--- config.mk ---
export PLATFORM = sky130hd
export DESIGN_NAME = pse_port_command_registers
export DESIGN_NICKNAME = d
export VERILOG_FILES = /design/src/design/pse_pkg.sv /design/src/design/pse_serial_slave.sv /design/src/design/pse_port_command_registers.sv
export VERILOG_INCLUDE_DIRS = /design/src /design/src/design
export SDC_FILE = /design/constraint.sdc
export NUM_CORES = 1
export LEC_CHECK = 0
export BUFFER_PORTS_ARGS = -buffer_cell sky130_fd_sc_hd__clkbuf_2
export CORE_MARGIN = 3
export CORE_UTILIZATION = 40
export DETAILED_ROUTE_END_ITERATION = 16
export GPL_TIMING_DRIVEN = 0
export MAX_ROUTING_LAYER = met4
export PLACE_DENSITY = 0.6
export SLEW_MARGIN = 20
export SYNTH_ARGS = -nofsm -noshare
export SYNTH_HDL_FRONTEND = slang
export SYNTH_SLANG_ARGS = --single-unit
--- constraint.sdc ---
create_clock -name sys_clk -period 5.7 [get_ports sys_clk]
set_input_delay 0.285 -clock sys_clk [delete_from_list [all_inputs] [get_ports sys_clk]]
set_output_delay 0.285 -clock sys_clk [all_outputs]
set_load 0.02 [all_outputs]
--- src/design/pse_consts.svh ---
`ifndef PSE_CONSTS_SVH
`define PSE_CONSTS_SVH

// Register command codes
`define PSE_REG_GEN_MASK     8'h17
`define PSE_REG_RESTART      8'h18
`define PSE_REG_POWER        8'h19
`define PSE_REG_RESET        8'h1a

// General configuration mask fields and reset value
`define PSE_GM_IRQ_GATE      7
`define PSE_GM_ACCESS_WIDTH  5
`define PSE_GM_PRIO_WIDTH    4
`define PSE_GM_CLASS_CHG     3
`define PSE_GM_DETECT_CHG    2
`define PSE_GM_RESET_VAL     8'h80

// Reset command fields
`define PSE_RC_CLEAR_ALL     7
`define PSE_RC_RELEASE_IRQ   6

// Serial bus slave address of the first four-port half (arbitrary value)
`define PSE_SLAVE_ADDR       7'h20

`endif

--- src/design/pse_pkg.sv ---
package pse_pkg;

   // One register byte written by the host
   typedef struct packed {
      logic       valid;
      logic       half;
      logic [7:0] addr;
      logic [7:0] data;
   } pse_wr_t;

   typedef enum logic [3:0] {
      PSE_IDLE    = 4'b0000,
      PSE_ADDR    = 4'b0001,
      PSE_ACK_ADR = 4'b0010,
      PSE_PTR     = 4'b0011,
      PSE_ACK_PTR = 4'b0100,
      PSE_WDATA   = 4'b0101,
      PSE_ACK_WR  = 4'b0110,
      PSE_RDATA   = 4'b0111,
      PSE_RACK    = 4'b1000
   } pse_bus_state_t;

endpackage

--- src/design/pse_serial_slave.sv ---
`timescale 1ns/1ps
`include "pse_consts.svh"

module pse_serial_slave (
   input  wire logic           sys_clk,
   input  wire logic           rst_b,
   input  wire logic           scl_in,
   input  wire logic           sda_in,
   output logic                sda_oe_b,
   input  wire logic           access_wide,
   input  wire logic [7:0]     rd_data,
   output logic [7:0]          rd_addr,
   output logic                rd_half,
   output pse_pkg::pse_wr_t    wr
);
   import pse_pkg::*;

   logic [2:0]     scl_s_q;
   logic [2:0]     sda_s_q;
   pse_bus_state_t st_q;
   logic [7:0]     sh_q;
   logic [3:0]     cnt_q;
   logic [7:0]     ptr_q;
   logic           half_q;
   logic [7:0]     out_q;
   logic           rw_q;

   // Two-flop synchronisers, third stage for edge finding
   always_ff @(posedge sys_clk) begin
      scl_s_q <= {scl_s_q[1:0], scl_in};
      sda_s_q <= {sda_s_q[1:0], sda_in};
   end

   wire scl_rise = scl_s_q[1] & ~scl_s_q[2];
   wire scl_fall = ~scl_s_q[1] & scl_s_q[2];
   wire start_c  = scl_s_q[1] & scl_s_q[2] & ~sda_s_q[1] & sda_s_q[2];
   wire stop_c   = scl_s_q[1] & scl_s_q[2] & sda_s_q[1] & ~sda_s_q[2];
   wire [6:0] dev_addr = sh_q[7:1];
   wire hit_lo   = dev_addr == `PSE_SLAVE_ADDR;
   wire hit_hi   = ~access_wide & (dev_addr == 7'(`PSE_SLAVE_ADDR + 7'h01));
   wire bit_out  = out_q[3'(4'h7 - cnt_q)];

   assign rd_addr = ptr_q;
   assign rd_half = half_q;

   // Byte engine: shift on rising clock, drive on falling clock
   always_ff @(posedge sys_clk) begin
      wr.valid <= 1'b0;
      if (!rst_b) begin
         st_q     <= PSE_IDLE;
         sh_q     <= 8'h00;
         cnt_q    <= 4'h0;
         ptr_q    <= 8'h00;
         half_q   <= 1'b0;
         out_q    <= 8'h00;
         rw_q     <= 1'b0;
         sda_oe_b <= 1'b1;
         wr       <= '0;
      end else if (start_c) begin
         st_q     <= PSE_ADDR;
         cnt_q    <= 4'h0;
         sda_oe_b <= 1'b1;
      end else if (stop_c) begin
         st_q     <= PSE_IDLE;
         sda_oe_b <= 1'b1;
      end else if (scl_rise) begin
         if (st_q == PSE_RACK) begin
            if (sda_s_q[1]) st_q <= PSE_IDLE;   // Master ended the read
         end else begin
            sh_q  <= {sh_q[6:0], sda_s_q[1]};
            cnt_q <= cnt_q + 4'h1;
         end
      end else if (scl_fall) begin
         case (st_q)
            PSE_ADDR: if (cnt_q == 4'h8) begin
               if (hit_lo | hit_hi) begin
                  half_q   <= hit_hi;
                  rw_q     <= sh_q[0];             // Direction bit, lost once ACK shifts in
                  sda_oe_b <= 1'b0;
                  st_q     <= PSE_ACK_ADR;
               end else begin
                  st_q <= PSE_IDLE;
               end
            end
            PSE_ACK_ADR: begin
               cnt_q <= 4'h0;
               if (rw_q) begin
                  out_q    <= rd_data;
                  sda_oe_b <= rd_data[7];
                  st_q     <= PSE_RDATA;
               end else begin
                  sda_oe_b <= 1'b1;
                  st_q     <= PSE_PTR;
               end
            end
            PSE_PTR: if (cnt_q == 4'h8) begin
               ptr_q    <= sh_q;
               if (access_wide) half_q <= 1'b0;
               sda_oe_b <= 1'b0;
               st_q     <= PSE_ACK_PTR;
            end
            PSE_ACK_PTR, PSE_ACK_WR: begin
               sda_oe_b <= 1'b1;
               cnt_q    <= 4'h0;
               st_q     <= PSE_WDATA;
            end
            PSE_WDATA: if (cnt_q == 4'h8) begin
               wr       <= '{valid: 1'b1, half: half_q, addr: ptr_q, data: sh_q};
               sda_oe_b <= 1'b0;
               st_q     <= PSE_ACK_WR;
               if (access_wide) half_q <= ~half_q;
               if (!access_wide || half_q) ptr_q <= ptr_q + 8'h01;
            end
            PSE_RDATA: begin
               if (cnt_q == 4'h8) begin
                  sda_oe_b <= 1'b1;
                  st_q     <= PSE_RACK;
               end else begin
                  sda_oe_b <= bit_out;
               end
            end
            PSE_RACK: begin
               if (access_wide) half_q <= ~half_q;
               if (!access_wide || half_q) ptr_q <= ptr_q + 8'h01;
               cnt_q <= 4'h0;
               st_q  <= PSE_ACK_ADR;                // Reload next byte on next fall
               sda_oe_b <= 1'b1;
            end
            default: st_q <= st_q;
         endcase
      end
   end

endmodule

--- src/design/pse_port_command_registers.sv ---
`timescale 1ns/1ps
`include "pse_consts.svh"

module pse_port_command_registers (
   input  wire logic           sys_clk,
   input  wire logic           rst_b,
   input  wire logic           scl_in,
   input  wire logic           sda_in,
   output logic                sda_oe_b,
   input  wire logic           turn_on_timing_check,
   input  wire logic [7:0]     port_manual,
   input  wire logic [7:0]     cool_down,
   input  wire logic [7:0]     fault_hold,
   input  wire logic [7:0]     det_done,
   input  wire logic [7:0]     det_valid,
   input  wire logic [7:0]     det_changed,
   input  wire logic [7:0]     cls_done,
   input  wire logic [7:0]     cls_valid,
   input  wire logic [7:0]     cls_changed,
   input  wire logic [7:0]     timing_met,
   input  wire logic           irq_pending,
   input  wire logic           irq_new_event,
   output logic                irq_out_b,
   output logic                access_width_select,
   output logic                priority_width_select,
   output logic                clear_all_interrupts,
   output logic [7:0]          power_enable_status,
   output logic [7:0]          detect_enable_field,
   output logic [7:0]          class_enable_bit,
   output logic [7:0]          det_run,
   output logic [7:0]          cls_run,
   output logic [7:0]          detect_event_flag,
   output logic [7:0]          class_event_flag,
   output logic [7:0]          port_clear,
   output logic [7:0]          power_change_flag,
   output logic [7:0]          cooldown_abort
);
   import pse_pkg::*;

   pse_wr_t    wr;
   logic [7:0] rd_addr;
   logic       rd_half;
   logic [7:0] gen_mask_q;
   logic       released_q;
   logic [7:0] pwr_q;
   logic [7:0] pend_q;
   logic [7:0] det_req_q;
   logic [7:0] cls_req_q;
   logic [7:0] det_en_q;
   logic [7:0] cls_en_q;

   // Read decode: only the mask holds state, command bytes read as zero
   wire        rd_mask = rd_addr == `PSE_REG_GEN_MASK;
   wire [7:0]  rd_data = (rd_mask && !rd_half) ? gen_mask_q : 8'h00;

   // Register byte transport from the serial management bus
   pse_serial_slave u_slave (
      .sys_clk     (sys_clk),
      .rst_b       (rst_b),
      .scl_in      (scl_in),
      .sda_in      (sda_in),
      .sda_oe_b    (sda_oe_b),
      .access_wide (gen_mask_q[`PSE_GM_ACCESS_WIDTH]),
      .rd_data     (rd_data),
      .rd_addr     (rd_addr),
      .rd_half     (rd_half),
      .wr          (wr)
   );

   // Write decode
   wire        wr_mask    = wr.valid & (wr.addr == `PSE_REG_GEN_MASK) & ~wr.half;
   wire        wr_restart = wr.valid & (wr.addr == `PSE_REG_RESTART);
   wire        wr_power   = wr.valid & (wr.addr == `PSE_REG_POWER);
   wire        wr_reset   = wr.valid & (wr.addr == `PSE_REG_RESET);
   wire        clr_all    = wr_reset & wr.data[`PSE_RC_CLEAR_ALL];
   wire        rel_irq    = clr_all | (wr_reset & wr.data[`PSE_RC_RELEASE_IRQ]);
   wire        irq_gate   = gen_mask_q[`PSE_GM_IRQ_GATE];
   wire        det_chg_only = gen_mask_q[`PSE_GM_DETECT_CHG];
   wire        cls_chg_only = gen_mask_q[`PSE_GM_CLASS_CHG];

   // General configuration mask, all bits read/write
   always_ff @(posedge sys_clk) begin
      if (!rst_b) gen_mask_q <= `PSE_GM_RESET_VAL;
      else if (wr_mask) gen_mask_q <= wr.data;
   end

   // Configuration outputs for the shutdown and access logic
   always_ff @(posedge sys_clk) begin
      if (!rst_b) begin
         access_width_select   <= 1'b0;
         priority_width_select <= 1'b0;
      end else begin
         access_width_select   <= gen_mask_q[`PSE_GM_ACCESS_WIDTH];
         priority_width_select <= gen_mask_q[`PSE_GM_PRIO_WIDTH];
      end
   end

   // Pin release: a new event re-arms the pin and wins over a release
   always_ff @(posedge sys_clk) begin
      if (!rst_b) released_q <= 1'b0;
      else if (irq_new_event) released_q <= 1'b0;
      else if (rel_irq) released_q <= 1'b1;
   end

   // Interrupt pin and clear-all pulse; gate touches only the pin
   always_ff @(posedge sys_clk) begin
      if (!rst_b) begin
         irq_out_b            <= 1'b1;
         clear_all_interrupts <= 1'b0;
      end else begin
         irq_out_b            <= ~(irq_gate & irq_pending & ~released_q);
         clear_all_interrupts <= clr_all;
      end
   end

   // Per-port command handling
   genvar p;
   generate
      for (p = 0; p < 8; p++) begin : g_port
         localparam logic H = 1'(p / 4);
         localparam int   N = p % 4;

         wire hit      = wr.half == H;
         wire on_req   = wr_power & hit & wr.data[N];
         wire off_req  = wr_power & hit & wr.data[N + 4];
         wire force_rq = wr_reset & hit & wr.data[N];
         wire rs_det   = wr_restart & hit & wr.data[N];
         wire rs_cls   = wr_restart & hit & wr.data[N + 4];
         wire manual   = port_manual[p];
         wire turn_off = off_req | force_rq;
         wire hold     = cool_down[p] | fault_hold[p];
         wire act_det  = (det_req_q[p] | rs_det) & ~cool_down[p];
         wire act_cls  = (cls_req_q[p] | rs_cls) & ~cool_down[p];
         wire direct   = ~turn_on_timing_check | manual | ~det_en_q[p];
         wire ok_now   = det_valid[p] & (cls_valid[p] | ~cls_en_q[p]) & timing_met[p];
         wire on_now   = on_req & ~hold & (direct | ok_now);
         wire retry    = on_req & ~hold & ~direct & ~ok_now;
         wire retry_ok = pend_q[p] & det_done[p] & ok_now & ~hold;
         wire cycling  = ~manual & ~pwr_q[p] & ~hold & det_done[p];

         // Port power state; turn-off wins over every turn-on source
         always_ff @(posedge sys_clk) begin
            if (!rst_b) pwr_q[p] <= 1'b0;
            else if (turn_off || fault_hold[p]) pwr_q[p] <= 1'b0;
            else if (on_now || retry_ok) pwr_q[p] <= 1'b1;
         end

         // Single retry after a missed turn-on timing window
         always_ff @(posedge sys_clk) begin
            if (!rst_b) pend_q[p] <= 1'b0;
            else if (turn_off || (pend_q[p] && det_done[p])) pend_q[p] <= 1'b0;
            else if (retry) pend_q[p] <= 1'b1;
         end

         // Restart requests parked through cool-down
         always_ff @(posedge sys_clk) begin
            if (!rst_b || turn_off) begin
               det_req_q[p] <= 1'b0;
               cls_req_q[p] <= 1'b0;
            end else begin
               det_req_q[p] <= (det_req_q[p] | rs_det) & cool_down[p];
               cls_req_q[p] <= (cls_req_q[p] | rs_cls) & cool_down[p];
            end
         end

         // Detect and class enable bits: set by semiauto restart, cleared on turn-off
         always_ff @(posedge sys_clk) begin
            if (!rst_b || turn_off) begin
               det_en_q[p] <= 1'b0;
               cls_en_q[p] <= 1'b0;
            end else begin
               if (act_det && !manual) det_en_q[p] <= 1'b1;
               if (act_cls && !manual) cls_en_q[p] <= 1'b1;
            end
         end

         // Cycle launch pulses toward the detection and class engines
         always_ff @(posedge sys_clk) begin
            if (!rst_b) begin
               det_run[p] <= 1'b0;
               cls_run[p] <= 1'b0;
            end else begin
               det_run[p] <= (act_det & (manual | ~pwr_q[p])) | retry
                           | (cycling & det_en_q[p]);
               cls_run[p] <= (act_cls & (manual | ~pwr_q[p]))
                           | (cls_en_q[p] & det_valid[p] & (cycling | pend_q[p] & det_done[p]));
            end
         end

         // Event flag set pulses, optionally only on a changed result
         always_ff @(posedge sys_clk) begin
            if (!rst_b) begin
               detect_event_flag[p] <= 1'b0;
               class_event_flag[p]  <= 1'b0;
            end else begin
               detect_event_flag[p] <= det_done[p] & (~det_chg_only | det_changed[p]);
               class_event_flag[p]  <= cls_done[p] & (~cls_chg_only | cls_changed[p]);
            end
         end

         // Turn-off side effects: clear pulse, change flags, cool-down abort
         always_ff @(posedge sys_clk) begin
            if (!rst_b) begin
               port_clear[p]        <= 1'b0;
               power_change_flag[p] <= 1'b0;
               cooldown_abort[p]    <= 1'b0;
            end else begin
               port_clear[p]        <= turn_off;
               power_change_flag[p] <= turn_off & pwr_q[p];
               cooldown_abort[p]    <= force_rq;
            end
         end
      end
   endgenerate

   // Status mirrors of held state
   always_ff @(posedge sys_clk) begin
      if (!rst_b) begin
         power_enable_status <= 8'h00;
         detect_enable_field <= 8'h00;
         class_enable_bit    <= 8'h00;
      end else begin
         power_enable_status <= pwr_q;
         detect_enable_field <= det_en_q;
         class_enable_bit    <= cls_en_q;
      end
   end

endmodule

### After elaboration in Yosys (flattened, before gate mapping)

Cells that the tools add are included.

| operators by class | value |
|---|---|
| divide/modulo/power cells | 0 |
| $add $sub $neg | 3 |
| bitwise logic cells | 460 |
| multipliers | 0 |
| magnitude comparators | 1 |
| mux-type cells | 38 |
| equal/unequal tests | 37 |
| shift-type cells | 0 |
| reductions and logical operators | 109 |

Operator list:

| cell | number |
|---|---|
| 1-bit bitwise AND | 255 |
| 1-bit OR | 122 |
| 1-bit inverter | 83 |
| 4-bit two-way mux | 12 |
| 8-bit by 5-bit equality test with 1-bit output (second input constant) | 5 |
| 2-bit OR reduction | 20 |
| 1-bit logical OR | 33 |
| 8-bit two-way mux | 4 |
| 4-bit one-hot mux with 7 select lines | 1 |
| 1-bit logical AND | 25 |
| 8-bit one-hot mux with 3 select lines | 1 |
| 5-bit by 1-bit != test with 1-bit output (second input constant) | 4 |
| 18-bit two-way mux | 1 |
| 6-bit AND reduction | 3 |
| 4-bit by 3-bit equality test with 1-bit output (second input constant) | 4 |
| 8-bit AND reduction | 2 |
| 7-bit by 6-bit equality test with 1-bit output (second input constant) | 2 |
| 1-bit two-way mux | 14 |
| 7-bit AND reduction | 2 |
| 2-bit by 1-bit != test with 1-bit output (second input constant) | 6 |
| 3-bit by 1-bit != test with 1-bit output (second input constant) | 4 |
| 1-bit zero test | 11 |
| 10-bit != test (second input constant) | 1 |
| 10-bit AND reduction | 1 |
| 24 further kinds | 32 |

| storage, ports and cells | value |
|---|---|
| register bits after elaboration | 200 |
| input port bits | 87 |
| memories | 0 |
| output and inout port bits | 85 |
| ROM bits | 0 |
| logic and storage cells | 776 |
| bits in writable memories | 0 |
| latch bits | 0 |

### Logic depth before layout (Yosys ltp)

| depth | value |
|---|---|
| depth after elaboration | 10 |
| gate-level depth with buffers | 10 |
| gate-level depth less buffers | 7 |

### Modules after synthesis

From an unflattened synthesis, not the netlist that was laid out.

| unflattened totals | value |
|---|---|
| cell total of the unflattened synthesis | 971 |
| area, all modules | 8,608.3 sq um |

By module, submodules not included:

| module | area each (sq um) | instances | cells each | seq. area each (sq um) |
|---|---|---|---|---|
| pse_port_command_registers | 5,698.0 | 1 | 628 | 2,822.7 |
| pse_serial_slave | 2,910.3 | 1 | 343 | 1,181.1 |

### Least setup slack after synthesis

Ideal clock, no wire load.

| timing path | value |
|---|---|
| kind | reg-to-reg |
| start | register u_slave.cnt_q[1] |
| end | register u_slave.ptr_q[1] (netlist: u_slave.rd_addr[1]) |
| library setup time | 0.072 ns |
| data required time | 5.628 ns |
| buffers on the path | 2 |
| path slack | 3.731 ns |
| clock period less this slack | 1.969 ns |
| stages on the path, launching flop included | 10 |
| arrival | 1.898 ns |
| cell sequence | dfxtp_1 > clkbuf_1 > inv_1 > ha_1 > and3b_1 > and3_1 > o21ai_1 > a21o_1 > buf_2 > mux2i_1 |

| between the ends | value |
|---|---|
| cells in the longest elaborated chain, start to end | 3 |
| elaborated cells on any way between the ends | 4 |
| those cells by class | 3 x eq/ne; 1 x reduce/logical |

Ends and longest elaborated chain:

| what | RTL line | text |
|---|---|---|
| start, declared | pse_serial_slave.sv:22 | `logic [3:0] cnt_q;` |
| start signal, assigned | pse_serial_slave.sv:71 | `cnt_q <= cnt_q + 4'h1;` |
| 4-bit equality test * | pse_serial_slave.sv:96, pse_serial_slave.sv:107 |  |
| 2-bit by 1-bit != test with 1-bit output (no source line) | n/a |  |
| 7-bit AND reduction (no source line) * | n/a |  |
| end signal, assigned | pse_serial_slave.sv:97 | `ptr_q <= sh_q;` |
| end signal, assigned | pse_serial_slave.sv:112 | `if (!access_wide \|\| half_q) ptr_q <= ptr_q + 8'h01;` |
| end signal, assigned | pse_serial_slave.sv:124 | `if (!access_wide \|\| half_q) ptr_q <= ptr_q + 8'h01;` |
| end, declared | pse_serial_slave.sv:23 | `logic [7:0] ptr_q;` |

Every way passes the cells marked *; elsewhere a longest branch is shown, timed or not.
A chain may end at the register's enable or synchronous reset.

### Worst setup path after layout

Ends and elaborated chain as after synthesis.

==> results_dict.tcl <==
set metrics [dict create \
    p_sw_frac 0.263 \
    ys_seq_area_frac 0.471 \
    regMostFlops "u_slave.wr" \
    drive_above_1_share 0.206 \
    core_area_mm2 0.0206 \
    drt_iter0_markers 389 \
    area_growth_pct 21.2 \
    nNetsFinal 1255 \
    synthCells 974 \
    ir_drop_uv 214 \
    ys.flop_type "dfxtp_1" \
    skew_ns 0.0157 \
    rows 52 \
    synth.avg_cell_area_um2 8.73 \
    power_switching_mw 0.736 \
    cts.sinks 200 \
    required_ns 6.07 \
    grt_setup_unrepaired "no" \
    crit_path_end_kind "register" \
    slew-limit-headroom 0.327 \
    largest_reg_flops 18 \
    layout_min_cycle_time_ns 2.46 \
    yosysWarnings 0 \
    dp_cells 1411 \
    synth_area_leader_cell "dfxtp_1" \
    power_density_mw_per_mm2 271 \
    grt_usage 0.216 \
    drt_wl_total_mm 24.7 \
    hold_violations 0 \
    clockBufferDepth 2 \
    dr.pass1.iters 6 \
    grt_pass1_vias 7227 \
    cts_buffers 17 \
    synth-async-reset-ratio 0 \
    synthTopCellsByArea "dfxtp_1, nor2_1, mux2i_1, a21oi_1, nand2_1" \
    fill_cells 2029 \
    placed_cell_area_mm2 0.00968 \
    clock_latency_ns 0.44 \
    die-area_mm2 0.0230 \
    netlist_area_mm2 0.00850 \
    pin_count 172 \
    path_clk_slew_ns 0.08 \
    hpwl_mm 17.9 \
    p_int_mw 2.06 \
    cts_tree "yes" \
    yosysTopAreaCellShare 0.471 \
    slowest_stage "o21ai_1" \
    antennaDiodeCount 0 \
    p_total_mw 2.80 \
    grt_pass1_wl_mm 39.1 \
    worst_pin_slew_ns 1.01 \
    postCtsSetupBuffers 0 \
    seq_power_share 0.504 \
    grt_max_degree 23 \
    drc_errors 0 \
    route.detailed.wl_per_inst_um 17.1 \
    setup-tns-final_ns 0 \
    htreeDepth 4 \
    stdcell_area_mm2 0.0103 \
    grt_overflow 0 \
    stdcell_count 1445 \
    report.final.slew_viol_count 0 \
    pwr-share-comb 0.051 \
    fmax_mhz 407 \
    max_stage_delay_ns 0.54 \
    hp-class "input port to register" \
    synth_nets 1067 \
    setup_ws_ns 3.24 \
    cts-root-buf "clkbuf_16" \
    antenna_found_initial 0 \
    die_h_um 152 \
    gp_congestion 0.914 \
    post_drt_via_cell_ratio 5.33 \
    worstPathMaxFanout 8 \
    outcome "complete, no violations" \
    synth_edf_count 0 \
    portBuffers 167 \
    period_share 0.431 \
    leakagePower_nw 4.26 \
    drv_cap 0 \
    yosysUniqueCellTypes 73 \
    cp_data_arrival_time_ns 2.83 \
    pre_cts_ws_ns 2.79 \
    hold_ws_ns 0.0473 \
    initial_core_util 0.414 \
    startpoint_type "register" \
    fin_util 0.502 \
    detail-route-antenna-nets 0 \
    clkPwrFrac 0.444 \
    setup_viol 0 \
    dr_total_vias 7696 \
    critPathKind "register to register" \
    fp.dieW_um 152 \
    cp_cell_sequence "clkbuf_1 -> inv_1 -> ha_1 -> and3b_1 -> and3_1 -> o21ai_1 -> a21o_1 -> buf_2 -> mux2i_1" \
    ys_ff_latch 200 \
]
## metal layers
layer  global-route usage  vias to the layer above  wire length (µm)
met5                    -                        -                 0
met4               0.0664                        0               540
met3               0.0390                       34              1470
met2                0.325                      259             11000
met1                0.297                     3592             11700
li1                     -                     3811                 -
## what timing repair did
item | 4_1_cts | 5_1_grt
resized for setup | 0 | 0
endpoints found under the hold margin | 2 | 0
hold buffers | 2 | 0
## critical path, delay by kind of cell, from the launching register on
| kind | cells | cell delay [ns] |
|---|---|---|
| compound gates | 2 | 0.68 |
| buf+inv | 3 | 0.59 |
| simple gates | 2 | 0.38 |
| flops | 1 | 0.34 |
| fa+ha+maj | 1 | 0.20 |
| mux | 1 | 0.20 |
## kinds of logic (layout without fill, tap and decap cells)
logic type / count (synthesis) / count (layout) / synth area share
AOI/OAI and AO/OA: 199 / 199 / 0.155
DFF: 200 / 200 / 0.471
buffers and inverters: 97 / 298 / 0.0459
xor gates and xnor gates: 3 / 3 / 0.00309
muxes: 48 / 48 / 0.0583
adders and majority gates: 6 / 6 / 0.00883
and+or+nand+nor: 421 / 421 / 0.258
## power groups by stage
stage	clock, mW	combinational, mW	sequential [mW]
after floorplan	0	0.0606	1.45
after global placement	0	0.143	1.44
after detailed placement	0	0.142	1.44
after CTS	1.26	0.144	1.41
after global routing	1.31	0.159	1.41
final	1.24	0.144	1.41
## final timing paths
path | start | endpoint | slack (ns) | depth (start not counted)
worst max-delay path | u_slave.cnt_q[1]$_SDFFE_PP0P_ | u_slave.rd_addr[1]$_SDFFE_PN0P_ | 3.24 | 9
worst min-delay path | irq_new_event | released_q$_SDFFE_PP0P_ | 0.05 | 2
worst max register to register | u_slave.cnt_q[1]$_SDFFE_PP0P_ | u_slave.rd_addr[1]$_SDFFE_PN0P_ | 3.24 | 9
worst min register to register | u_slave.sda_s_q[0]$_DFF_P_ | u_slave.sda_s_q[1]$_DFF_P_ | 0.33 | 0
## final cells by class
type | count | area [µm²] | share of cell area
Inverter | 40 | 150 | 0.0146
Clock inverter | 15 | 188 | 0.0182
Sequential cell | 200 | 4000 | 0.388
Clock buffer | 17 | 425 | 0.0413
Timing Repair Buffer | 169 | 856 | 0.0830
Buffer | 57 | 240 | 0.0233
Tap cell | 270 | 338 | 0.0328
Multi-Input combinational cell | 677 | 4110 | 0.399
## cell usage in the layout, fill, tap and decap left out, types with 32 or more instances in the layout
master,n
dfxtp_1,200
clkbuf_2,167
nor2_1,121
nand2_1,88
a21oi_1,70
mux2i_1,45
inv_1,40
clkbuf_1,35
nand3_1,35
nor3_1,32
## synth_stat cells (6+ instances only)
cell type	count
o21bai_1	8
ha_1	6
nor3b_1	9
a21oi_1	70
clkbuf_1	35
a211oi_1	6
or3_1	10
nor3_1	32
nand2_1	88
buf_2	15
and3_1	14
nor2_1	121
a22oi_1	6
o21ai_0	22
a31o_2	6
inv_1	40
dfxtp_1	200
o211ai_1	11
nand4b_1	11
a31oi_1	14
nand3_1	35
o21a_1	9
mux2i_1	45
o41ai_1	7
nor4_1	10
nor2b_1	19
nand2b_1	20
and2_1	22
No activity file was read; power rests on OpenSTA's default activity.
